## config.mk

```make
export PLATFORM = sky130hd
export DESIGN_NAME = dcs_top
export DESIGN_NICKNAME = d
export VERILOG_FILES = /design/src/dcs_pkg.sv /design/src/dcs_source_mux.sv /design/src/dcs_top.sv
export SDC_FILE = /design/constraint.sdc
export NUM_CORES = 1
export LEC_CHECK = 0
export BUFFER_PORTS_ARGS = -buffer_cell sky130_fd_sc_hd__buf_2
export CORE_ASPECT_RATIO = 0.9
export CORE_MARGIN = 3
export CORE_UTILIZATION = 50
export DETAILED_ROUTE_END_ITERATION = 6
export PLACE_DENSITY = 0.71
export SKIP_LAST_GASP = 1
export SLEW_MARGIN = 20
export SYNTH_ARGS = -nofsm -noshare
export SYNTH_HDL_FRONTEND = slang
export SYNTH_SLANG_ARGS = --single-unit
```

## constraint.sdc

```tcl
create_clock -name i_clk -period 3.9 [get_ports i_clk]
set_input_delay 0 -clock i_clk [delete_from_list [all_inputs] [get_ports i_clk]]
set_output_delay 0 -clock i_clk [all_outputs]
set_load 0.005 [all_outputs]
```

## src/dcs_pkg.sv

```systemverilog
// Contract
// - Code 224 gives logic module three output, 225 its inverse.
// - Code 226 gives logic module four output, 227 its inverse.
// - Codes 270 to 276 give inverse of local sources 70 to 76.
// - Code 282 high when axle positioning reports reference orientation reached.
// - Codes 320-322 give extension inputs or remote values; 520-522 their inverse.
// - Codes 525-534 give raw pins, ignoring local/remote selection.
// - Codes 537-545 give inverse of raw sources 525-533.
// - Codes 700-703, 710-713, 720-723 give process-data booleans; 730 bus emergency.
// - Drive accelerates only after a selected clockwise or anticlockwise start; command sets direction.
// - Three-wire start needs enable high plus a rising edge on a start input.
// - With three-wire enable on, start pulses are latched.
// - Enable going low releases latch and stops the drive.
// - Once started in three-wire mode, further start edges are ignored.
// - Pulse under 32 ms, or both starts within 32 ms, stops the drive.
// - Three-wire mode only for local/remote selection 5 or 46.
// - Fault state cleared by programming acknowledge or selected acknowledge signal.
// - Each timer input comes from a selectable source, processed by its mode.
// - Thermo-contact routes a selected input against threshold into temperature monitoring.
// - Configurations 230 and 430 choose speed or torque controller; switching monitored.
// - Codes 70-75 give local inputs, remote-replaceable except input one; 76 multifunction.
// - Code 6 is constant high, code 7 constant low.
`default_nettype none
package dcs_pkg;

    localparam int          CLK_HZ         = 100_000_000;
    localparam int          QUAL_TIME_MS   = 32;
    localparam int          QUAL_CYCLES    = (CLK_HZ / 1000) * QUAL_TIME_MS;
    localparam int          SRC_W          = 10;

    localparam logic [9:0]  SRC_ON         = 10'h006;
    localparam logic [9:0]  SRC_OFF        = 10'h007;
    localparam logic [9:0]  SRC_LOC_BASE   = 10'h046;
    localparam logic [9:0]  SRC_LOC_LAST   = 10'h04C;
    localparam logic [9:0]  SRC_LM3        = 10'h0E0;
    localparam logic [9:0]  SRC_LM3_N      = 10'h0E1;
    localparam logic [9:0]  SRC_LM4        = 10'h0E2;
    localparam logic [9:0]  SRC_LM4_N      = 10'h0E3;
    localparam logic [9:0]  SRC_LOCN_BASE  = 10'h10E;
    localparam logic [9:0]  SRC_LOCN_LAST  = 10'h114;
    localparam logic [9:0]  SRC_POS_REACH  = 10'h11A;
    localparam logic [9:0]  SRC_EXT_BASE   = 10'h140;
    localparam logic [9:0]  SRC_EXT_LAST   = 10'h142;
    localparam logic [9:0]  SRC_EXTN_BASE  = 10'h208;
    localparam logic [9:0]  SRC_EXTN_LAST  = 10'h20A;
    localparam logic [9:0]  SRC_HW_BASE    = 10'h20D;
    localparam logic [9:0]  SRC_HW_LAST    = 10'h216;
    localparam logic [9:0]  SRC_HWN_BASE   = 10'h219;
    localparam logic [9:0]  SRC_HWN_LAST   = 10'h221;
    localparam logic [9:0]  SRC_PDO1_BASE  = 10'h2BC;
    localparam logic [9:0]  SRC_PDO2_BASE  = 10'h2C6;
    localparam logic [9:0]  SRC_PDO3_BASE  = 10'h2D0;
    localparam logic [9:0]  SRC_BUS_EMCY   = 10'h2DA;

    localparam logic [7:0]  LR_3WIRE       = 8'h05;
    localparam logic [7:0]  LR_3WIRE_KP    = 8'h2E;
    localparam logic [9:0]  CFG_FOC_A      = 10'h0E6;
    localparam logic [9:0]  CFG_FOC_B      = 10'h1AE;

    // Raw pins: six local, multifunction digital, three extension
    typedef struct packed {
        logic [2:0] ext;
        logic       mfi;
        logic [5:0] loc;
    } dcs_pins_type;

    // Values of all non-pin sources
    typedef struct packed {
        logic [4:0] remote_loc;
        logic       remote_mfi;
        logic [2:0] remote_ext;
        logic       remote_sel;
        logic       lm3;
        logic       lm4;
        logic       pos_reached;
        logic [3:0] pdo1;
        logic [3:0] pdo2;
        logic [3:0] pdo3;
        logic       bus_emcy;
        logic [8:0] unused_pad;
    } dcs_srcs_type;

    // Source selections of each function input
    typedef struct packed {
        logic [9:0] start_cw;
        logic [9:0] start_ccw;
        logic [9:0] three_wire;
        logic [9:0] err_ack;
        logic [9:0] timer1;
        logic [9:0] timer2;
        logic [9:0] thermo;
        logic [9:0] nm_change;
    } dcs_sel_type;

    typedef enum logic [2:0] {
        DCS_IDLE,
        DCS_ARMED,
        DCS_QUAL,
        DCS_RUN,
        DCS_STOP
    } dcs_tw_state_type;

endpackage : dcs_pkg
`default_nettype wire

```

## src/dcs_source_mux.sv

```systemverilog
`timescale 1ns/1ps
`default_nettype none
module dcs_source_mux
    import dcs_pkg::*;
(
    input  wire logic [9:0]   i_sel,
    input  wire dcs_pins_type i_pins,
    input  wire dcs_srcs_type i_srcs,
    output logic              o_val
);

    logic [6:0] loc_val;
    logic [2:0] ext_val;
    logic [9:0] hw_val;
    logic [9:0] idx;

    // Local input one stays on its pin: tied to controller release
    assign loc_val[0] = i_pins.loc[0];
    genvar g;
    for (g = 1; g < 6; g++)
    begin : g_loc
        assign loc_val[g] = i_srcs.remote_sel ? i_srcs.remote_loc[g - 1] : i_pins.loc[g];
    end
    assign loc_val[6] = i_srcs.remote_sel ? i_srcs.remote_mfi : i_pins.mfi;
    assign ext_val    = i_srcs.remote_sel ? i_srcs.remote_ext : i_pins.ext;
    assign hw_val     = {i_pins.ext, i_pins.mfi, i_pins.loc};

    // Purely combinational, so a new selection acts at once
    always_comb
    begin
        idx   = 10'h000;
        o_val = 1'b0;
        if (i_sel == SRC_ON)
            o_val = 1'b1;
        else if (i_sel == SRC_OFF)
            o_val = 1'b0;
        else if (i_sel >= SRC_LOC_BASE && i_sel <= SRC_LOC_LAST)
        begin
            idx   = i_sel - SRC_LOC_BASE;
            o_val = loc_val[idx[2:0]];
        end
        else if (i_sel >= SRC_LOCN_BASE && i_sel <= SRC_LOCN_LAST)
        begin
            idx   = i_sel - SRC_LOCN_BASE;
            o_val = ~loc_val[idx[2:0]];
        end
        else if (i_sel == SRC_LM3)
            o_val = i_srcs.lm3;
        else if (i_sel == SRC_LM3_N)
            o_val = ~i_srcs.lm3;
        else if (i_sel == SRC_LM4)
            o_val = i_srcs.lm4;
        else if (i_sel == SRC_LM4_N)
            o_val = ~i_srcs.lm4;
        else if (i_sel == SRC_POS_REACH)
            o_val = i_srcs.pos_reached;
        else if (i_sel >= SRC_EXT_BASE && i_sel <= SRC_EXT_LAST)
        begin
            idx   = i_sel - SRC_EXT_BASE;
            o_val = ext_val[idx[1:0]];
        end
        else if (i_sel >= SRC_EXTN_BASE && i_sel <= SRC_EXTN_LAST)
        begin
            idx   = i_sel - SRC_EXTN_BASE;
            o_val = ~ext_val[idx[1:0]];
        end
        else if (i_sel >= SRC_HW_BASE && i_sel <= SRC_HW_LAST)
        begin
            idx   = i_sel - SRC_HW_BASE;
            o_val = hw_val[idx[3:0]];
        end
        else if (i_sel >= SRC_HWN_BASE && i_sel <= SRC_HWN_LAST)
        begin
            idx   = i_sel - SRC_HWN_BASE;
            o_val = ~hw_val[idx[3:0]];
        end
        else if (i_sel >= SRC_PDO1_BASE && i_sel <= SRC_PDO1_BASE + 10'h003)
        begin
            idx   = i_sel - SRC_PDO1_BASE;
            o_val = i_srcs.pdo1[idx[1:0]];
        end
        else if (i_sel >= SRC_PDO2_BASE && i_sel <= SRC_PDO2_BASE + 10'h003)
        begin
            idx   = i_sel - SRC_PDO2_BASE;
            o_val = i_srcs.pdo2[idx[1:0]];
        end
        else if (i_sel >= SRC_PDO3_BASE && i_sel <= SRC_PDO3_BASE + 10'h003)
        begin
            idx   = i_sel - SRC_PDO3_BASE;
            o_val = i_srcs.pdo3[idx[1:0]];
        end
        else if (i_sel == SRC_BUS_EMCY)
            o_val = i_srcs.bus_emcy;
    end

endmodule : dcs_source_mux
`default_nettype wire

```

## src/dcs_top.sv

```systemverilog
`timescale 1ns/1ps
`default_nettype none
module dcs_top
    import dcs_pkg::*;
#(
    parameter int QUAL_CNT = QUAL_CYCLES
)
(
    input  wire logic         i_clk,
    input  wire logic         i_rst_n,
    input  wire dcs_pins_type i_pins,
    input  wire dcs_srcs_type i_srcs,
    input  wire dcs_sel_type  i_sel,
    input  wire logic [7:0]   i_local_remote,
    input  wire logic [9:0]   i_config,
    input  wire logic         i_prog_ack,
    input  wire logic         i_fault,
    input  wire logic         i_switch_ok,
    output logic              o_run,
    output logic              o_dir_ccw,
    output logic              o_stop_req,
    output logic              o_fault_active,
    output logic              o_timer1_in,
    output logic              o_timer2_in,
    output logic              o_thermo_trip,
    output logic              o_torque_mode,
    output logic              o_changeover_busy
);

    initial
    begin
        if (QUAL_CNT < 1)
            $error("QUAL_CNT must be at least one");
    end

    // ********************************************************
    // Pin synchronisers
    // ********************************************************
    dcs_pins_type s1_r;
    dcs_pins_type s2_r;
    dcs_pins_type s3_r;
    dcs_pins_type pins_r;

    always_ff @(posedge i_clk or negedge i_rst_n)
    begin
        if (!i_rst_n)
        begin
            s1_r   <= '0;
            s2_r   <= '0;
            s3_r   <= '0;
            pins_r <= '0;
        end
        else
        begin
            s1_r <= i_pins;
            s2_r <= s1_r;
            s3_r <= s2_r;
            // Accept a bit only once two stages agree
            for (int k = 0; k < $bits(dcs_pins_type); k++)
            begin
                if (s2_r[k] == s3_r[k])
                    pins_r[k] <= s3_r[k];
            end
        end
    end

    // ********************************************************
    // Source selection
    // ********************************************************
    localparam int NFN = 8;
    logic [NFN-1:0] fn_val;
    logic [NFN-1:0][9:0] sel_arr;
    assign sel_arr = i_sel;

    genvar g;
    for (g = 0; g < NFN; g++)
    begin : g_mux
        dcs_source_mux u_mux (
            .i_sel  (sel_arr[g]),
            .i_pins (pins_r),
            .i_srcs (i_srcs),
            .o_val  (fn_val[g])
        );
    end

    // Packed order: index 7 is start_cw down to 0 nm_change
    logic cw;
    logic ccw;
    logic tw_en;
    logic ack;
    logic tm1;
    logic tm2;
    logic thermo;
    logic nm;
    assign {cw, ccw, tw_en, ack, tm1, tm2, thermo, nm} = fn_val;

    // ********************************************************
    // Start commands and three-wire control
    // ********************************************************
    logic three_wire_mode;
    assign three_wire_mode = (i_local_remote == LR_3WIRE) || (i_local_remote == LR_3WIRE_KP);

    logic cw_d_r;
    logic ccw_d_r;
    logic tw_en_d_r;
    logic cw_rise;
    logic ccw_rise;

    assign cw_rise  = cw & ~cw_d_r;
    assign ccw_rise = ccw & ~ccw_d_r;

    always_ff @(posedge i_clk or negedge i_rst_n)
    begin
        if (!i_rst_n)
        begin
            cw_d_r    <= 1'b0;
            ccw_d_r   <= 1'b0;
            tw_en_d_r <= 1'b0;
        end
        else
        begin
            cw_d_r    <= cw;
            ccw_d_r   <= ccw;
            tw_en_d_r <= tw_en;
        end
    end

    dcs_tw_state_type tw_state_r;
    logic [31:0]      qual_cnt_r;
    logic             tw_dir_r;
    logic             tw_stop_r;

    always_ff @(posedge i_clk or negedge i_rst_n)
    begin
        if (!i_rst_n)
        begin
            tw_state_r <= DCS_IDLE;
            qual_cnt_r <= 32'h0000_0000;
            tw_dir_r   <= 1'b0;
            tw_stop_r  <= 1'b0;
        end
        else if (!three_wire_mode)
        begin
            tw_state_r <= DCS_IDLE;
            qual_cnt_r <= 32'h0000_0000;
            tw_stop_r  <= 1'b0;
        end
        else
        begin
            tw_stop_r <= 1'b0;
            case (tw_state_r)
                DCS_IDLE:
                begin
                    if (tw_en)
                        tw_state_r <= DCS_ARMED;
                end
                DCS_ARMED:
                begin
                    if (!tw_en)
                        tw_state_r <= DCS_IDLE;
                    else if (cw_rise || ccw_rise)
                    begin
                        tw_dir_r   <= ccw_rise & ~cw_rise;
                        qual_cnt_r <= 32'h0000_0001;
                        // Simultaneous edges fail qualification at once
                        tw_state_r <= (cw_rise && ccw_rise) ? DCS_STOP : DCS_QUAL;
                    end
                end
                DCS_QUAL:
                begin
                    if (!tw_en)
                    begin
                        tw_state_r <= DCS_IDLE;
                        tw_stop_r  <= 1'b1;
                    end
                    else if (qual_cnt_r >= 32'(QUAL_CNT))
                        tw_state_r <= DCS_RUN;
                    else if ((tw_dir_r ? ~ccw : ~cw) || (tw_dir_r ? cw_rise : ccw_rise))
                        tw_state_r <= DCS_STOP;
                    else
                        qual_cnt_r <= qual_cnt_r + 32'h0000_0001;
                end
                DCS_RUN:
                begin
                    // Start edges are not looked at here
                    if (!tw_en)
                    begin
                        tw_state_r <= DCS_IDLE;
                        tw_stop_r  <= 1'b1;
                    end
                end
                DCS_STOP:
                begin
                    tw_stop_r <= 1'b1;
                    // Re-arm only after enable is cycled
                    if (!tw_en)
                        tw_state_r <= DCS_IDLE;
                end
                default:
                    tw_state_r <= DCS_IDLE;
            endcase
        end
    end

    // Running while qualifying keeps the latch behaviour visible at once
    logic tw_latched;
    assign tw_latched = (tw_state_r == DCS_QUAL) || (tw_state_r == DCS_RUN);

    always_ff @(posedge i_clk or negedge i_rst_n)
    begin
        if (!i_rst_n)
        begin
            o_run      <= 1'b0;
            o_dir_ccw  <= 1'b0;
            o_stop_req <= 1'b0;
        end
        else if (three_wire_mode)
        begin
            o_run      <= tw_latched;
            o_dir_ccw  <= tw_dir_r;
            o_stop_req <= tw_stop_r | (tw_en_d_r & ~tw_en);
        end
        else
        begin
            o_run      <= cw | ccw;
            o_dir_ccw  <= ccw & ~cw;
            o_stop_req <= o_run & ~(cw | ccw);
        end
    end

    // ********************************************************
    // Fault acknowledge
    // ********************************************************
    logic ack_d_r;

    always_ff @(posedge i_clk or negedge i_rst_n)
    begin
        if (!i_rst_n)
        begin
            ack_d_r        <= 1'b0;
            o_fault_active <= 1'b0;
        end
        else
        begin
            ack_d_r <= ack;
            // New fault wins over a same-cycle acknowledge
            if (i_fault)
                o_fault_active <= 1'b1;
            else if (i_prog_ack || (ack && !ack_d_r))
                o_fault_active <= 1'b0;
        end
    end

    // ********************************************************
    // Timer, thermo-contact, speed/torque change-over
    // ********************************************************
    logic torque_req_r;

    always_ff @(posedge i_clk or negedge i_rst_n)
    begin
        if (!i_rst_n)
        begin
            o_timer1_in       <= 1'b0;
            o_timer2_in       <= 1'b0;
            o_thermo_trip     <= 1'b0;
            o_torque_mode     <= 1'b0;
            o_changeover_busy <= 1'b0;
            torque_req_r      <= 1'b0;
        end
        else
        begin
            o_timer1_in   <= tm1;
            o_timer2_in   <= tm2;
            o_thermo_trip <= thermo;
            if ((i_config == CFG_FOC_A) || (i_config == CFG_FOC_B))
            begin
                torque_req_r <= nm;
                // Hold change-over until the controller reports handover
                if (torque_req_r != o_torque_mode)
                begin
                    o_changeover_busy <= 1'b1;
                    if (i_switch_ok)
                    begin
                        o_torque_mode     <= torque_req_r;
                        o_changeover_busy <= 1'b0;
                    end
                end
                else
                    o_changeover_busy <= 1'b0;
            end
            else
            begin
                torque_req_r      <= 1'b0;
                o_torque_mode     <= 1'b0;
                o_changeover_busy <= 1'b0;
            end
        end
    end

endmodule : dcs_top
`default_nettype wire

```

==> metrics.txt, run 1 <==
GP Congestion 0.970; flop-to-flop setup slack 0.25 ns; Port Buffers 147; clock buffer depth 2; internal power 0.00188 W; Starting Density 0.519; Yosys Warn Count 0; total CTS buffers 9; die width 162 µm; crit share post-route 0.936; H-tree levels 3; PwrDens 237 nW/µm²; Post-DP HPWL 24.7 mm; Power Total 0.00296 W; fin util 0.590; Antenna Nets Post-Route 0; Routed WL 34.2 mm; Synth Net Count 1519; Worst-path clk slew 0.07 ns; critical path peak fanout 16; sequential area share after synthesis 0.207; required time of the worst setup path 4.15 ns; synth-to-layout area growth 13.6%; Gate power share 0.342; Std-Cell Core Area 21200 µm²; worst-skew pair later-pin latency 0.37 ns; Syn Inst Count 1295; Crit. End Element register; Setup Crit Path Kind reg -> reg; async set-reset flop share out of synthesis 1.00; Worst Skew 0.0110 ns; share of total power in the clock network 0.320; VDD IR max 0.302 mV; via count 11187; DRT iter0 DRCs 1245; largest net degree at the start of global routing 63; Slew HR 0.388; status finished, final reports clean; unrepaired setup endpoints after global routing no; Hold Crit Class in -> reg; setup TNS 0 ns; detailed-route vias per instance 6.51; DR DRC count 0; Die Ht 147 µm; CTS tree done; Boundary Pins 157; Post-synth EDFFs 0; Post-layout nets 1648; Root Driver clkbuf_16; Yosys cell types 82; f_max 274 MHz; Pre-antenna DRT Iters 6; GRT Util Overall 0.279; minimum clock period 3.65 ns; Critical Path AT 3.90 ns; drt wl/cell 19.9 µm; CTS Sinks 91; die area 23800 µm²; hold path depth 4; fin. max-slew vios 0; antenna violations before repair 4; max_cap viols 0; r2r worst-path depth 12; Leak 5.27 nW; top_reg_cell synth dfrtp_1; Seq cells post-synth 91; Setup crit start kind register; post-cts repair resize count 0; Post-Syn Area per Cell 8.50 µm²; switching part of the total 0.367; Final setup viols 0; FP Rows 50; sequential power share 0.338; Psw 0.00109 W; global route overflow 0; Final Hold Vio Count 0; fraction of layout cells with a size suffix above 1 0.194; Mapped Area 11000 µm²; slew of the pin with the lowest slew margin 0.918 ns; vias in the first global route 10349; first-pass GRT wire length 54.3 mm
cells in the mapped netlist, drive strengths merged, types with 9 or more instances:
cell / number / area share
nor3b: 21 / 0.014
nand2: 105 / 0.036
a21oi: 74 / 0.034
o211ai: 18 / 0.012
buf: 18 / 0.011
and2: 14 / 0.0080
nand2b: 27 / 0.015
xor2: 9 / 0.0072
nand4b: 11 / 0.0088
maj3: 10 / 0.0091
o22ai: 9 / 0.0051
and3: 25 / 0.014
nor2: 100 / 0.034
inv: 58 / 0.020
o21ai: 58 / 0.026
mux2i: 41 / 0.037
nor4: 24 / 0.014
a211oi: 14 / 0.011
mux2: 11 / 0.011
dfrtp: 91 / 0.21
a32o: 23 / 0.021
nand3: 46 / 0.021
mux4: 57 / 0.12
nor4b: 17 / 0.014
nand4: 26 / 0.015
nor2b: 32 / 0.018
a31oi: 25 / 0.014
clkbuf: 61 / 0.021
nor3: 33 / 0.015
ha: 76 / 0.086
xnor2: 16 / 0.013
final timing paths:
path                                        from                          to
hold / removal                       i_config[0]   o_torque_mode$_DFFE_PN0P_
hold reg to reg                s1_r[1]$_DFF_PN0_           s2_r[1]$_DFF_PN0_
max in group asynchronous                i_rst_n  qual_cnt_r[30]$_DFFE_PN0P_
min in group asynchronous                i_rst_n       o_timer1_in$_DFF_PN0_
setup reg to reg           pins_r[6]$_DFFE_PN0N_  qual_cnt_r[17]$_DFFE_PN0P_
setup / recovery           pins_r[6]$_DFFE_PN0N_  qual_cnt_r[17]$_DFFE_PN0P_
layer usage:
layer / GRT usage / vias to the layer above / wire length (µm)
met2: 0.424 / 549 / 15400
met1: 0.401 / 5340 / 14900
met5: 0 / - / 0
met3: 0.0558 / 68 / 3020
li1: - / 5230 / -
met4: 0.0891 / 0 / 954
critical path, stage by stage, from the launching register on:
cell and delay, ns:
dfrtp_1 0.52, mux4_2 0.53, mux2i_1 0.15, nor2_1 0.06
a31o_1 0.19, a211o_1 0.33, a211oi_4 0.40, nor2_2 0.14
o32ai_2 0.35, a211o_1 0.27, buf_4 0.24, o211ai_1 0.12
a32o_1 0.24
power groups by stage:
stage | logic, W | clock network (W) | registers [W]
4_1_cts | 0.000992 | 0.000961 | 0.00100
5_1_grt | 0.00110 | 0.00101 | 0.00100
2_1_floorplan | 0.000636 | 0 | 0.00101
3_3_place_gp | 0.000958 | 0 | 0.00102
3_5_place_dp | 0.000972 | 0 | 0.00102
6_report | 0.00101 | 0.000950 | 0.00100
kinds of logic after synthesis:
family	synth area share
xor gates and xnor gates	0.0199
buffers and inverters	0.0512
DFF	0.207
muxes	0.165
adders and majority gates	0.0955
and+or+nand+nor	0.257
AOI/OAI and AO/OA	0.205
sequential cells by signal, indices dropped and copies added (netlist names), 3 cells and up:
name	cells
s2_r	10
tw_state_r	3
s3_r	10
s1_r	10
pins_r	10
qual_cnt_r	32
area by class of cell:
cell class,instances,area (µm²)
Multi-Input combinational cell,1067,8170
Timing Repair Buffer,197,1160
Inverter,58,218
Sequential cell,91,2280
Antenna cell,4,10.0
Fill cell,1896,8700
Clock inverter,7,91.3
Clock buffer,9,225
Tap cell,286,358
per-stage QoR:
| stage | instances | hold WS, ns | setup WS, ns | instance area (µm²) |
|---|---|---|---|---|
| finish | 1719 | 0.0360 | 0.250 | 12500 |
| floorplan | 1295 | -0.296 | 0.329 | 11000 |
| global route | 1719 | 0.0809 | 0.0890 | 12500 |
| CTS | 1715 | 0.0372 | 0.308 | 12500 |
| global placement | 1681 | 0.108 | 0.348 | 12000 |
| detailed placement | 1681 | 0.109 | 0.240 | 12000 |
what timing repair did:
item                                    4_1_cts  5_1_grt
buffers inserted                              0        0
hold endpoints to repair                     76        0
hold buffers                                 18        0
endpoints found under the setup margin        0        0
placed cells by master, fill, tap and decap left out, types with 13 or more instances in the layout:
cell / instances
a211oi_1: 13
a21oi_1: 73
a31oi_1: 25
a32o_1: 23
and3_1: 25
buf_2: 146
buf_4: 33
dfrtp_1: 91
dlygate4sd3_1: 18
ha_1: 76
inv_1: 58
mux2i_1: 41
mux4_2: 57
nand2_1: 105
nand2b_1: 27
nand3_1: 46
nand4_1: 26
nor2_1: 99
nor2b_1: 32
nor3_1: 33
nor3b_1: 21
nor4_1: 23
nor4b_1: 17
o211ai_1: 18
o21ai_0: 55
xnor2_1: 16
(Power assumes the default switching activity.)
==> run 2: changes to the inputs <==
- RECOVER_POWER: not set -> 25
==> run 2 against run 1 <==
Net effect:
- the flow now finishes with violations (capacitance limit, slew limit)
- setup slack better by 0.015 ns
- global-route usage is the same
- clock power about the same
- design area barely moved
- count of clock-buffer cells in the layout is the same
- critical endpoint unchanged
==> metrics.txt, run 2 (synthesis results as in run 1) <==
GRT Util Overall 0.279; f_max 275 MHz; Final setup viols 0; max_cap viols 1; vias in the first global route 10349; via count 11180; fraction of layout cells with a size suffix above 1 0.191; Critical Path AT 3.89 ns; die area 23800 µm²; commonest non-fill, non-tap cell in the layout buf_2; Std-Cell Core Area 21200 µm²; GP Congestion 0.970; Hold Crit Class in -> reg; Boundary Pins 157; Reg with most FFs qual_cnt_r; critical path peak fanout 16; Setup crit start kind register; worst-skew pair later-pin latency 0.36 ns; H-tree levels 3; Worst-path clk slew 0.08 ns; drt wl/cell 19.9 µm; worst hold start i_config[0]; status finished, violations left; Die Ht 147 µm; detailed-route vias per instance 6.50; global route overflow 0; worst r2r src pins_r[6]$_DFFE_PN0N_; Crit. End Element register; Root Driver clkbuf_16; max layer used met4; FP Rows 50; synth-to-layout area growth 13.6%; Port Buffers 147; fin. max-slew vios 63; Layout Cells excl Fill 1719; routed length on met3 2.98 mm; Final Hold Vio Count 0; max reg flops 32; failing checks capacitance limit, slew limit; minimum clock period 3.64 ns; DR DRC count 0; Antenna Nets Post-Route 0; Setup Crit Path Kind reg -> reg; DRT iter0 DRCs 1244; CTS tree done; unrepaired setup endpoints after global routing no; commonest cells after routing, fill and taps aside 142 x buf_2, 105 x nand2_1, 99 x nor2_1; antenna violations before repair 4; Pre-antenna DRT Iters 7; PwrDens 237 nW/µm²; Post-layout nets 1648; Slew HR -0.124; WL met1 14.9 mm; Worst Setup SP pins_r[6]$_DFFE_PN0N_; first-pass GRT wire length 54.3 mm; placed insts 1681; largest net degree at the start of global routing 63; VDD IR max 0.302 mV; required time of the worst setup path 4.15 ns; Routed WL 34.2 mm; # fillers 1897; CTS Sinks 91; die width 162 µm; total CTS buffers 9; Power Total 0.00296 W; clock buffer depth 2; slew of the pin with the lowest slew margin 1.69 ns; Starting Density 0.519; setup TNS 0 ns; Worst Skew 0.0108 ns; Post-DP HPWL 24.7 mm; crit share post-route 0.932; Leak 5.25 nW; Routed met2 length 15.3 mm
==> run 2: cell count changes in the layout (fill, tap and decap cells not counted), sizes merged <==
cell and change:
clkbuf +5, buf -5
==> run 2: worst max-delay path, stage by stage, from the launching register on <==
cell and delay (ns):
dfrtp_1 0.52, mux4_2 0.53, mux2i_1 0.15, nor2_1 0.06, a31o_1 0.19, a211o_1 0.33, a211oi_4 0.40, nor2_2 0.14
o32ai_2 0.34, a211o_1 0.27, buf_4 0.24, o211ai_1 0.12, a32o_1 0.24
==> run 2: power by group <==
part,switching (W),internal (W)
Clock,0.000486,0.000465
Sequential,0.0000270,0.000974
Combinational,0.000576,0.000436
Total,0.00109,0.00188
==> run 2: worst paths after layout <==
kind,cells past startpoint,slack (ns),to
max reg2reg,12,0.26,qual_cnt_r[17]$_DFFE_PN0P_
max in group asynchronous,3,2.10,qual_cnt_r[30]$_DFFE_PN0P_
min in group asynchronous,2,0.56,o_timer1_in$_DFF_PN0_
min reg2reg,0,0.35,s2_r[1]$_DFF_PN0_
max,12,0.26,qual_cnt_r[17]$_DFFE_PN0P_
min,4,0.04,o_torque_mode$_DFFE_PN0P_
==> run 2: layer usage <==
metal / GRT usage / up-vias
met5: 0 / -
li1: - / 5230
met3: 0.0558 / 67
met2: 0.424 / 547
met4: 0.0891 / 0
met1: 0.401 / 5336
==> run 2: final cells by class <==
type,instances,area (µm²),share of cell area
Multi-Input combinational cell,1067,8170,0.654
Inverter,58,218,0.0174
Clock inverter,7,91.3,0.00731
Sequential cell,91,2280,0.182
Clock buffer,9,225,0.0180
Antenna cell,4,10.0,0.000801
Tap cell,286,358,0.0286
Timing Repair Buffer,197,1150,0.0921
==> run 2: what timing repair did <==
action / 4_1_cts / 5_1_grt
setup buffers: 0 / 0
hold buffers: 18 / 0
hold endpoints to repair: 76 / 0
resized for setup: 0 / 0
==> run 2: metrics by stage <==
stage	util	instance area [µm²]	worst slack [ns]	hold slack (ns)
floorplan	-	11000	0.329	-0.296
global placement	0.566	12000	0.348	0.108
detailed placement	0.566	12000	0.240	0.109
CTS	0.589	12500	0.308	0.0372
global route	0.589	12500	0.0890	0.0809
finish	0.589	12500	0.265	0.0358
